<file path="config.mk">
export PLATFORM = sky130hd
export DESIGN_NAME = vpdc_top
export DESIGN_NICKNAME = d
export VERILOG_FILES = /design/src/common/vpdc_pkg.sv /design/src/design/vpdc_pwr_sel.sv /design/src/design/vpdc_top.sv
export SDC_FILE = /design/constraint.sdc
export NUM_CORES = 1
export LEC_CHECK = 0
export BUFFER_PORTS_ARGS = -buffer_cell sky130_fd_sc_hd__buf_2
export CORE_MARGIN = 3
export CORE_UTILIZATION = 40
export CTS_CLUSTER_SIZE = 24
export DETAILED_ROUTE_END_ITERATION = 6
export PLACE_DENSITY = 0.87
export REMOVE_ABC_BUFFERS = 1
export SYNTH_ARGS = -nofsm -noshare
export SYNTH_HDL_FRONTEND = slang
export SYNTH_HIERARCHICAL = 1
export SYNTH_SLANG_ARGS = --single-unit
export TNS_END_PERCENT = 5
</file>
<file path="constraint.sdc">
create_clock -name CLK_I -period 2.25 [get_ports CLK_I]
set_input_delay 0.1125 -clock CLK_I [delete_from_list [all_inputs] [get_ports CLK_I]]
set_output_delay 0.1125 -clock CLK_I [all_outputs]
set_load 0.005 [all_outputs]
</file>
<file path="src/common/vpdc_pkg.sv">
// package of constants for the oscillator power-down control block
// assumes a 32-bit ahb-lite register bus, word-aligned registers
package vpdc_pkg;
   // ************************************************************
   // register map
   // ************************************************************
   localparam logic [7:0] PDN_CTRL_OFFS = 8'h00;
   localparam logic [7:0] PU_CTRL_OFFS = 8'h04;
   localparam logic [7:0] STATE_OFFS = 8'h08;
   // ************************************************************
   // field positions
   // ************************************************************
   localparam int OSC_BUF_BIT = 3;
   localparam int OSC_BIT = 2;
   // ************************************************************
   // reset values
   // ************************************************************
   localparam logic OSC_BUF_PWRDN_RST = 1'b0;
   localparam logic OSC_BUF_PWRUP_RST = 1'b0;
   localparam logic OSC_PWRDN_RST = 1'b0;
   localparam logic OSC_PWRUP_RST = 1'b0;
   // ************************************************************
   // ahb encodings
   // ************************************************************
   localparam logic [1:0] HTRANS_NONSEQ = 2'h2;
   localparam logic [1:0] HTRANS_SEQ = 2'h3;
   localparam logic HRESP_OKAY = 1'b0;
   // ************************************************************
   // power selection
   // ************************************************************
   typedef enum logic [1:0]
   {
      VPDC_SEL_UP = 2'b00,
      VPDC_SEL_FOLLOW = 2'b01,
      VPDC_SEL_DOWN = 2'b11
   } vpdc_sel_t;
endpackage

</file>
<file path="src/design/vpdc_pwr_sel.sv">
// one power-state selector: pair of control bits plus modem request
// assumes all inputs are synchronous to CLK_I
module vpdc_pwr_sel
(
   // clock and reset
   input wire logic clk_i,
   input wire logic reset_n_i,
   input wire logic ce_i,
   // controls
   input wire logic pwrdn_i,
   input wire logic pwrup_i,
   input wire logic modem_pd_i,
   // result
   output logic pd_o,
   output vpdc_pkg::vpdc_sel_t sel_o
);
   logic pd_reg;
   logic pd_next;
   vpdc_pkg::vpdc_sel_t sel_w;
   // ************************************************************
   // selection table
   // ************************************************************
   assign sel_w = !pwrup_i ? vpdc_pkg::VPDC_SEL_UP :
                  (pwrdn_i ? vpdc_pkg::VPDC_SEL_FOLLOW : vpdc_pkg::VPDC_SEL_DOWN);
   always_comb
   begin
      case (sel_w)
         vpdc_pkg::VPDC_SEL_UP: pd_next = 1'b0;
         vpdc_pkg::VPDC_SEL_FOLLOW: pd_next = modem_pd_i;
         vpdc_pkg::VPDC_SEL_DOWN: pd_next = 1'b1;
         default: pd_next = 1'b0;
      endcase
   end
   always_ff @(posedge clk_i or negedge reset_n_i)
   begin
      if (!reset_n_i)
         pd_reg <= 1'b0;
      else if (ce_i)
         pd_reg <= pd_next;
   end
   assign pd_o = pd_reg;
   assign sel_o = sel_w;
endmodule // vpdc_pwr_sel

</file>
<file path="src/design/vpdc_top.sv">
// oscillator and oscillator-buffer power-down control with ahb-lite registers
// assumes one clock, modem request on the same clock, single word transfers
//
// Functional notes
// - buffer power-down bit at bit 3, read/write, paired with buffer power-up bit.
// - both buffer bits 1: modem request decides buffer power state.
// - buffer power-up 1, power-down 0: buffer forced powered down.
// - buffer power-up 0: buffer kept powered up, modem ignored.
// - oscillator power-down bit at bit 2, read/write, paired with power-up bit.
// - oscillator power-up 1, power-down 0: oscillator forced powered down.
// - both oscillator bits 1 follow modem; power-down 1, power-up 0 keeps up.
module vpdc_top
(
   // clock and reset
   input wire logic CLK_I,
   input wire logic RESET_N_I,
   input wire logic CE_I,
   // ahb-lite slave
   input wire logic HSEL_I,
   input wire logic [7:0] HADDR_I,
   input wire logic [1:0] HTRANS_I,
   input wire logic HWRITE_I,
   input wire logic [2:0] HSIZE_I,
   input wire logic [31:0] HWDATA_I,
   input wire logic HREADY_I,
   output logic [31:0] HRDATA_O,
   output logic HREADYOUT_O,
   output logic HRESP_O,
   // modem power requests
   input wire logic MODEM_OSC_PD_I,
   input wire logic MODEM_OSC_BUF_PD_I,
   // analog power-down controls
   output logic OSC_PD_O,
   output logic OSC_BUF_PD_O
);
   // ************************************************************
   // bus address phase capture
   // ************************************************************
   logic wr_pend_reg;
   logic [7:0] addr_reg;
   logic [31:0] rdata_reg;
   logic [31:0] rdata_next;
   logic osc_buf_pwrdn_reg;
   logic osc_buf_pwrdn_next;
   logic osc_buf_pwrup_reg;
   logic osc_buf_pwrup_next;
   logic osc_pwrdn_reg;
   logic osc_pwrdn_next;
   logic osc_pwrup_reg;
   logic osc_pwrup_next;
   logic osc_pd_w;
   logic osc_buf_pd_w;
   // a transfer is taken only while hready is high
   wire valid_w = HSEL_I && HREADY_I && HTRANS_I[1];
   wire rd_w = valid_w && !HWRITE_I;
   // read decode, on the address phase
   wire hit_pdn_w = HADDR_I == vpdc_pkg::PDN_CTRL_OFFS;
   wire hit_pu_w = HADDR_I == vpdc_pkg::PU_CTRL_OFFS;
   wire hit_state_w = HADDR_I == vpdc_pkg::STATE_OFFS;
   // write decode, on the data phase behind a write address phase
   wire wr_pdn_w = wr_pend_reg && (addr_reg == vpdc_pkg::PDN_CTRL_OFFS);
   wire wr_pu_w = wr_pend_reg && (addr_reg == vpdc_pkg::PU_CTRL_OFFS);
   // write data fields
   wire wdata_buf_w = HWDATA_I[vpdc_pkg::OSC_BUF_BIT];
   wire wdata_osc_w = HWDATA_I[vpdc_pkg::OSC_BIT];
   always_ff @(posedge CLK_I or negedge RESET_N_I)
   begin
      if (!RESET_N_I)
      begin
         wr_pend_reg <= 1'b0;
         addr_reg <= 8'h00;
      end
      else if (CE_I)
      begin
         wr_pend_reg <= valid_w && HWRITE_I;
         addr_reg <= HADDR_I;
      end
   end
   // ************************************************************
   // control bits
   // ************************************************************
   // next values: a write lands at the end of its data phase
   assign osc_buf_pwrdn_next = wr_pdn_w ? wdata_buf_w : osc_buf_pwrdn_reg;
   assign osc_pwrdn_next = wr_pdn_w ? wdata_osc_w : osc_pwrdn_reg;
   assign osc_buf_pwrup_next = wr_pu_w ? wdata_buf_w : osc_buf_pwrup_reg;
   assign osc_pwrup_next = wr_pu_w ? wdata_osc_w : osc_pwrup_reg;
   // buffer power-down bit
   always_ff @(posedge CLK_I or negedge RESET_N_I)
   begin
      if (!RESET_N_I)
         osc_buf_pwrdn_reg <= vpdc_pkg::OSC_BUF_PWRDN_RST;
      else if (CE_I)
         osc_buf_pwrdn_reg <= osc_buf_pwrdn_next;
   end
   // oscillator power-down bit
   always_ff @(posedge CLK_I or negedge RESET_N_I)
   begin
      if (!RESET_N_I)
         osc_pwrdn_reg <= vpdc_pkg::OSC_PWRDN_RST;
      else if (CE_I)
         osc_pwrdn_reg <= osc_pwrdn_next;
   end
   // buffer power-up bit
   always_ff @(posedge CLK_I or negedge RESET_N_I)
   begin
      if (!RESET_N_I)
         osc_buf_pwrup_reg <= vpdc_pkg::OSC_BUF_PWRUP_RST;
      else if (CE_I)
         osc_buf_pwrup_reg <= osc_buf_pwrup_next;
   end
   // oscillator power-up bit
   always_ff @(posedge CLK_I or negedge RESET_N_I)
   begin
      if (!RESET_N_I)
         osc_pwrup_reg <= vpdc_pkg::OSC_PWRUP_RST;
      else if (CE_I)
         osc_pwrup_reg <= osc_pwrup_next;
   end
   // ************************************************************
   // read data
   // ************************************************************
   // the two control words come from the next values, so a read right behind a write
   // returns the data of that write
   wire [31:0] pdn_word_w = (32'(osc_buf_pwrdn_next) << vpdc_pkg::OSC_BUF_BIT) |
                            (32'(osc_pwrdn_next) << vpdc_pkg::OSC_BIT);
   wire [31:0] pu_word_w = (32'(osc_buf_pwrup_next) << vpdc_pkg::OSC_BUF_BIT) |
                           (32'(osc_pwrup_next) << vpdc_pkg::OSC_BIT);
   wire [31:0] state_word_w = (32'(osc_buf_pd_w) << vpdc_pkg::OSC_BUF_BIT) |
                              (32'(osc_pd_w) << vpdc_pkg::OSC_BIT);
   // unmapped addresses read zero
   assign rdata_next = hit_pdn_w ? pdn_word_w :
                       hit_pu_w ? pu_word_w :
                       hit_state_w ? state_word_w : 32'h0000_0000;
   always_ff @(posedge CLK_I or negedge RESET_N_I)
   begin
      if (!RESET_N_I)
         rdata_reg <= 32'h0000_0000;
      else if (CE_I && rd_w)
         rdata_reg <= rdata_next;
   end
   assign HRDATA_O = rdata_reg;
   assign HREADYOUT_O = 1'b1;
   assign HRESP_O = vpdc_pkg::HRESP_OKAY;
   // ************************************************************
   // power selectors
   // ************************************************************
   // buffer: follow / forced down / kept up
   vpdc_pwr_sel u_buf_sel
   (
      .clk_i(CLK_I),
      .reset_n_i(RESET_N_I),
      .ce_i(CE_I),
      .pwrdn_i(osc_buf_pwrdn_reg),
      .pwrup_i(osc_buf_pwrup_reg),
      .modem_pd_i(MODEM_OSC_BUF_PD_I),
      .pd_o(osc_buf_pd_w),
      .sel_o()
   );
   // oscillator: same pairing table
   vpdc_pwr_sel u_osc_sel
   (
      .clk_i(CLK_I),
      .reset_n_i(RESET_N_I),
      .ce_i(CE_I),
      .pwrdn_i(osc_pwrdn_reg),
      .pwrup_i(osc_pwrup_reg),
      .modem_pd_i(MODEM_OSC_PD_I),
      .pd_o(osc_pd_w),
      .sel_o()
   );
   assign OSC_PD_O = osc_pd_w;
   assign OSC_BUF_PD_O = osc_buf_pd_w;
endmodule // vpdc_top

</file>
# --- After elaboration in Yosys (flattened, before gate mapping) ---
# Index checks and enable logic that the tools add are counted.
totals:
  wordCells: 42
  input_bits: 53
  register_bits: 47
  output_inout_bits: 36
classes:
  reduce_logical: 10
  bitwise: 3
  eq_ne: 7
  n_mux: 13
ops:
  columns: ["cell", "count"]
  rows:
  - ["$eq 8x3->1 const B", 2]
  - ["$logic_not 8->1", 2]
  - ["$mux 4", 3]
  - ["$or 4x3->4", 3]
  - ["$eq 8x4->1 const B", 1]
  - ["$mux 2", 4]
  - ["$logic_and 1x1->1", 7]
  - ["$eq 2x1->1 const B", 2]
  - ["$eq 2x2->1 const B", 2]
  - ["$mux 1", 4]
  - ["$pmux 1 s2", 2]
  - ["$logic_not 1->1", 1]

# --- Depth between registers and ports, before layout ---
# Gate-level depths: netlist of run 1.
depth:
  word_depth: 6
  mapped_depth: 4
  ltp_nobuf: 4

# --- Hierarchy ---
# The synthesis of run 1 kept the hierarchy.
by_module_without_submodules:
  columns: ["module", "area_each_um2", "instances", "seq_area_each_um2", "cells_per_inst"]
  rows:
  - ["vpdc_top", 1014.7, 1, 375.4, 102]
  - ["vpdc_pwr_sel", 75.1, 2, 25.0, 7]

# --- Worst setup path after synthesis of run 1 ---
# No wires, ideal clock.
synth_path:
  path_kind: "reg-to-reg"
  from: "register addr_reg[7]"
  to: "register rdata_reg[2] (netlist: HRDATA_O[2])"
  t_arrival_ns: 1.649
  n_path_buf: 0
  path_slack_ns: 0.461
  setup_time_ns: 0.140
  synth_period_minus_slack_ns: 1.789
  stages_incl_launch_ff: 5
  required_ns: 2.110
  cell_sequence: "dfrtp_1 -> or4b_1 -> o31a_1 -> a2111oi_0 -> a211oi_1"
synth_between:
  elab_chain_len: 6
  word_cells_on_any_way: 10
  classes_between: "eq/ne (1); mux (4); bitwise (2); reduce/logical (3)"
synth_lines:
  columns: ["element", "line_no", "rtl"]
  rows:
  - ["from (decl)", "vpdc_top.sv:40", "logic [7:0] addr_reg;"]
  - ["from (signal assigned)", "vpdc_top.sv:71", "addr_reg <= 8'h00;"]
  - ["from (signal assigned)", "vpdc_top.sv:76", "addr_reg <= HADDR_I;"]
  - ["$eq 8x3->1", "vpdc_top.sv:62", "wire wr_pu_w = wr_pend_reg && (addr_reg == vpdc_pkg::PU_CTRL_OFFS);"]
  - ["$logic_and 1x1->1", "vpdc_top.sv:62", null]
  - ["$mux 1", "vpdc_top.sv:86", "assign osc_pwrup_next = wr_pu_w ? wdata_osc_w : osc_pwrup_reg;"]
  - ["$or 4x3->4", "vpdc_top.sv:126", "wire [31:0] pu_word_w = (32'(osc_buf_pwrup_next) << vpdc_pkg::OSC_BUF_BIT) |"]
  - ["$mux 4", "vpdc_top.sv:132", "hit_pu_w ? pu_word_w :"]
  - ["$mux 4 *", "vpdc_top.sv:131", "assign rdata_next = hit_pdn_w ? pdn_word_w :"]
  - ["to (signal assigned)", "vpdc_top.sv:139", "rdata_reg <= rdata_next;"]
  - ["to (decl)", "vpdc_top.sv:41", "logic [31:0] rdata_reg;"]
# Every way passes the cells marked *; elsewhere a longest branch is shown, timed or not.
# A chain may end at the register's enable or synchronous reset.

# --- Worst setup path in the final report of run 1 ---
layout_path:
  from: "register addr_reg[7]"
  to: "register rdata_reg[3] (netlist: HRDATA_O[3])"
layout_between:
  elab_chain_len: 6
  word_cells_on_any_way: 10
  classes_between: "eq/ne (1); mux (4); bitwise (2); reduce/logical (3)"
layout_lines:
  columns: ["element", "line_no", "rtl"]
  rows:
  - ["$eq 8x3->1", "vpdc_top.sv:62", null]
  - ["$logic_and 1x1->1", "vpdc_top.sv:62", null]
  - ["$mux 1", "vpdc_top.sv:85", "assign osc_buf_pwrup_next = wr_pu_w ? wdata_buf_w : osc_buf_pwrup_reg;"]
  - ["$or 4x3->4", "vpdc_top.sv:126", null]
  - ["$mux 4", "vpdc_top.sv:132", null]
  - ["$mux 4 *", "vpdc_top.sv:131", null]
# Marked as above.

==> results of run 1 <==
-- final timing paths --
check                            start              to  slack [ns]  cells past startpoint
setup / recovery           addr_reg[7]     HRDATA_O[3]        0.20                      4
hold / removal              HADDR_I[6]     addr_reg[6]        0.05                      2
setup reg to reg           addr_reg[7]     HRDATA_O[3]        0.20                      4
hold reg to reg            addr_reg[3]     addr_reg[3]        0.55                      1
max in group asynchronous    RESET_N_I  u_osc_sel/pd_o        1.72                      2
min in group asynchronous    RESET_N_I     HRDATA_O[3]        0.25                      2
-- cells in the final DEF (no fill, tap or decap) --
cell	count
mux2_2	11
or3_1	1
nor2b_4	2
nor3_1	1
nand3_1	1
or2_2	1
nand2_1	5
dfrtp_1	17
o22ai_1	1
or4_1	2
nor4b_1	1
and4_1	2
o21ai_0	3
a2111oi_0	2
buf_2	22
inv_1	4
buf_4	1
o22ai_2	2
nor2_1	3
or4_4	1
or4b_1	1
nand2b_1	4
nor4_1	3
o31a_1	4
a211oi_1	2
nand4_1	1
dlygate4sd3_1	1
conb_1	32
clkbuf_4	3
a21oi_1	2
clkinv_2	1
-- worst register-to-register path, cell delays in order, from the launching register on --
cell and delay [ns]:
dfrtp_1 0.41, or4b_1 0.62, o31a_1 0.32, a2111oi_0 0.48
a211oi_1 0.09
-- stage by stage --
stage | cells | hold slack (ns) | util | power [uW]
finish | 167 | 0.0519 | 0.461 | 616
global route | 167 | 0.0425 | 0.461 | 658
CTS | 167 | 0.0497 | 0.461 | 620
detailed placement | 162 | 0.0577 | 0.446 | 452
global placement | 162 | 0.0444 | 0.446 | 446
floorplan | 109 | -0.183 | - | 399
-- power by group through the flow --
stage / Clock (uW) / Combinational [uW] / Sequential (uW)
after floorplan: 0 / 48.3 / 350
after global placement: 0 / 94.5 / 351
after detailed placement: 0 / 98.4 / 354
after CTS: 172 / 99.8 / 348
after global routing: 192 / 114 / 351
final: 168 / 99.9 / 348
-- area by class of cell --
type,instances,share of cell area
clock buffer,3,0.0189
clock inverter,1,0.00419
inverter,4,0.0126
multi-input combinational,88,0.470
sequential,17,0.356
tap,30,0.0314
timing repair buffer,24,0.107
-- layer usage --
metal	vias to the layer above	global-route usage	routed length [um]
met1	405	0.128	738
met4	0	0.100	47
met5	-	0	0
li1	389	-	-
met2	56	0.218	1090
met3	4	0.0545	247
-- what timing repair did --
item                                   CTS  global route
gates resized for setup                  0             0
endpoints found under the hold margin   17             0
hold buffers                             1             0
==> impl_metrics.csv, run 1 <==
group,metric,value,unit
run_status,status,"completed",
route,viasPerCell,5.11,
route,drcViolationCount,0,
sta,period_minus_slack,2.05,ns
sta,setup_tns,0,ns
die,start_util,0.437,
finish,diodes,0,
pwr,p_int,441,uW
sta,skew,0.0105,ns
global_routing,grt_pass1_wl,3260,um
die,num_rows,18,
pwr,comb_power_share,0.162,
clock_tree,clkSinkCount,17,
die,dieArea,3510,sq um
setup_path,criticalPathCategory,"reg -> reg",
clock_tree,tritoncts,"done",
route,drt-initial-drc-count,19,
pwr,p_seq_frac,0.565,
synth,synth_warnings,6,
pwr,power_density,516,nW/um^2
job,drv_cap,0,
clock_tree,clock_latency,0.30,ns
clock_tree,postCtsSetupBuffers,0,
sta,hold_violations,0,
setup_path,cp-end-kind,"flip-flop",
die,die_width,59.2,um
sta,setup_viol,0,
route,wl_per_cell,12.7,um
finish,final_cell_area,1190,sq um
finish,largest_register_ffs,8,
placed_design,place_area,1160,sq um
global_routing,grt_max_degree,18,
clock_tree,htree_num_levels,1,
clock_tree,clkSlewWorstSetupHoldPaths,0.10,ns
die,io_pins,89,
hold_path,hold_class,"in -> reg",
die,die_y,59.2,um
pwr,p_leak,0.000562,uW
setup_path,worstPathCellList,"or4b_1 > o31a_1 > a2111oi_0 > a211oi_1",
route,ant_nets,0,
finish,fillers,245,
setup_path,worstPathArrival,2.22,ns
clock_tree,clock-root-buffer,"clkbuf_4",
placed_design,hpwl,1710,um
sta,rsz0062_at_grt,"no",
sta,worstMarginPinSlew,0.474,ns
finish,layout-drive-gt1-share,0.321,
finish,multi_input_area,561,sq um
route,via_count,854,
setup_path,worstPathMaxFanout,5,
global_routing,track_usage,0.131,
pwr,switching_share,0.284,
placed_design,portBuffers,22,
sta,max_slew_margin,0.676,
route,drt-pass1-iter-count,4,
setup_path,cp-start-kind,"flip-flop",
synth,synthCells,112,
sta,clock.fmax,0.489,GHz
finish,register_area,425,sq um
pwr,max-vdd-ir-drop,0.000234,V
placed_design,gp_congestion,0.940,
setup_path,critPathTopFamily,"compound AO/OA/AOI/OAI gates",
clock_tree,clock_path_buffers,2,
route,drt_wl_total,2120,um
sta,fin_ws,0.205,ns
setup_path,path_buf_inv,0,
setup_path,crit_required,2.43,ns
global_routing,grt-ovfl-total,0,
synth,synth_area,1130,sq um
placed_design,post-place-ws,0.295,ns
sta,timing.final.crit_share,0.909,
pwr,p_switching,175,uW
finish,syn2layout_area_growth,5.41,%
global_routing,antenna_found_initial,0,
global_routing,grt_pass1_vias,778,
sta,finalMaxSlewViolations,0,
setup_path,critPathSlowestCell,"or4b_1",
finish,fin_nets,191,
clock_tree,cts_buffers,3,
setup_path,max_stage_delay,0.62,ns
synth,synth_area_per_cell,10.1,sq um
pwr,clkPwrFrac,0.273,
die,coreArea,2590,sq um
Note: power is estimated with default switching activity, not from simulation.
==> inputs of run 2 (changes only) <==
- ABC_AREA: default -> 1
- CTS_BUF_LIST: default -> sky130_fd_sc_hd__clkbuf_8 sky130_fd_sc_hd__clkbuf_16
==> run 2 against run 1 <==
  * Hold slack better by 0.012 ns
  * Critical endpoint unchanged
  * Total power grew 15%
  * Combinational power up 21%
==> impl_metrics.csv, run 2 <==
group,metric,value,unit
sta,period_minus_slack,1.23,ns
finish,final_cell_area,1240,sq um
synth,synth_warnings,6,
die,die_width,60.1,um
clock_tree,clkSlewWorstSetupHoldPaths,0.06,ns
sta,clock.fmax,0.814,GHz
placed_design,gp_congestion,0.890,
sta,skew,0.00172,ns
synth,synth_area,1170,sq um
clock_tree,postCtsSetupBuffers,0,
global_routing,track_usage,0.118,
pwr,power,706,uW
route,viasPerCell,4.17,
finish,final_cell_mix,"nand2_1, conb_1, buf_2",
route,ant_nets,0,
finish,layout-drive-gt1-share,0.215,
finish,diodes,0,
clock_tree,clkSinkCount,17,
die,die_y,60.1,um
clock_tree,clock_path_buffers,2,
die,start_util,0.444,
synth,synth_area_per_cell,7.18,sq um
run_status,status,"completed",
clock_tree,tritoncts,"done",
route,drcViolationCount,0,
pwr,p_leak,0.000730,uW
pwr,max-vdd-ir-drop,0.000420,V
global_routing,grt_pass1_vias,759,
finish,largest_register_ffs,8,
route,drt_wl_total,2010,um
placed_design,hpwl,1680,um
route,drt-pass1-iter-count,4,
job,drv_cap,0,
sta,setup_viol,0,
global_routing,grt_max_degree,26,
setup_path,criticalPathCategory,"reg -> reg",
setup_path,cp-end-kind,"flip-flop",
die,coreArea,2640,sq um
setup_path,cp-start-kind,"flip-flop",
clock_tree,htree_num_levels,1,
hold_path,hold_class,"in -> reg",
die,num_rows,18,
finish,fin_nets,240,
clock_tree,cts_resized,0,
setup_path,worstPathMaxFanout,4,
sta,finalMaxSlewViolations,0,
finish,mostFrequentLayoutCell,"nand2_1",
sta,fin_ws,1.02,ns
clock_tree,cts_hold_buf,1,
setup_path,crit_required,2.40,ns
global_routing,grt_pass1_wl,3150,um
clock_tree,cts_buffers,3,
placed_design,post-place-ws,1.03,ns
global_routing,grt-ovfl-total,0,
sta,setup_tns,0,ns
route,via_count,900,
sta,rsz0062_at_grt,"no",
clock_tree,clock-root-buffer,"clkbuf_8",
route,drt-initial-drc-count,31,
global_routing,antenna_found_initial,0,
synth,synthCells,163,
sta,hold_violations,0,
clock_tree,clock_latency,0.25,ns
setup_path,worstPathArrival,1.37,ns
placed_design,place_area,1180,sq um
finish,syn2layout_area_growth,5.88,%
die,io_pins,89,
die,dieArea,3610,sq um
pwr,power_density,570,nW/um^2
placed_design,portBuffers,22,
sta,timing.final.crit_share,0.546,
route,wl_per_cell,9.31,um
==> run 2: final cells by class <==
type / count / area [sq um]
clock buffers: 3 / 41.3
flip-flops and latches: 17 / 425
clock inverters: 1 / 5.00
well taps: 30 / 37.5
fillers: 287 / 1400
multi-input cells: 119 / 523
repair buffers: 23 / 120
inverters: 23 / 86.3
==> run 2: worst paths after layout <==
check	from	to	cells after the start	slack [ns]
worst min register to register	HRDATA_O[2]	HRDATA_O[2]	2	0.48
worst max-delay path	addr_reg[5]	HRDATA_O[3]	10	1.02
min in group asynchronous	RESET_N_I	addr_reg[2]	2	0.30
worst max register to register	addr_reg[5]	HRDATA_O[3]	10	1.02
max in group asynchronous	RESET_N_I	u_osc_sel/pd_o	2	1.68
worst min-delay path	HADDR_I[7]	addr_reg[7]	3	0.06
==> run 2: metrics by stage <==
stage,hold slack [ns],std cells,utilization
floorplan,-0.183,159,-
global placement,0.0506,211,0.449
detailed placement,0.0510,211,0.449
CTS,0.0615,216,0.470
global route,0.0750,216,0.470
finish,0.0639,216,0.470
==> run 2: worst max-delay path: stages, from the launching register on <==
cell and delay [ns]:
dfrtp_1 0.39, nor2_2 0.12, nand2_2 0.08, inv_2 0.09, nand3_2 0.09, nand2_1 0.09, nand3_1 0.07, nand2_1 0.06
inv_1 0.03, nand2_1 0.05, nand2_1 0.05
==> run 2: report_power, final <==
group	internal [uW]	total [uW]	switching, uW
Combinational	42.8	121	78.3
Clock	123	227	104
Sequential	336	358	21.2
==> run 2: per-layer routing <==
layer,track usage,wire [um]
met5,0,0
met4,0.0285,17
met3,0.0432,207
met2,0.204,903
met1,0.138,884
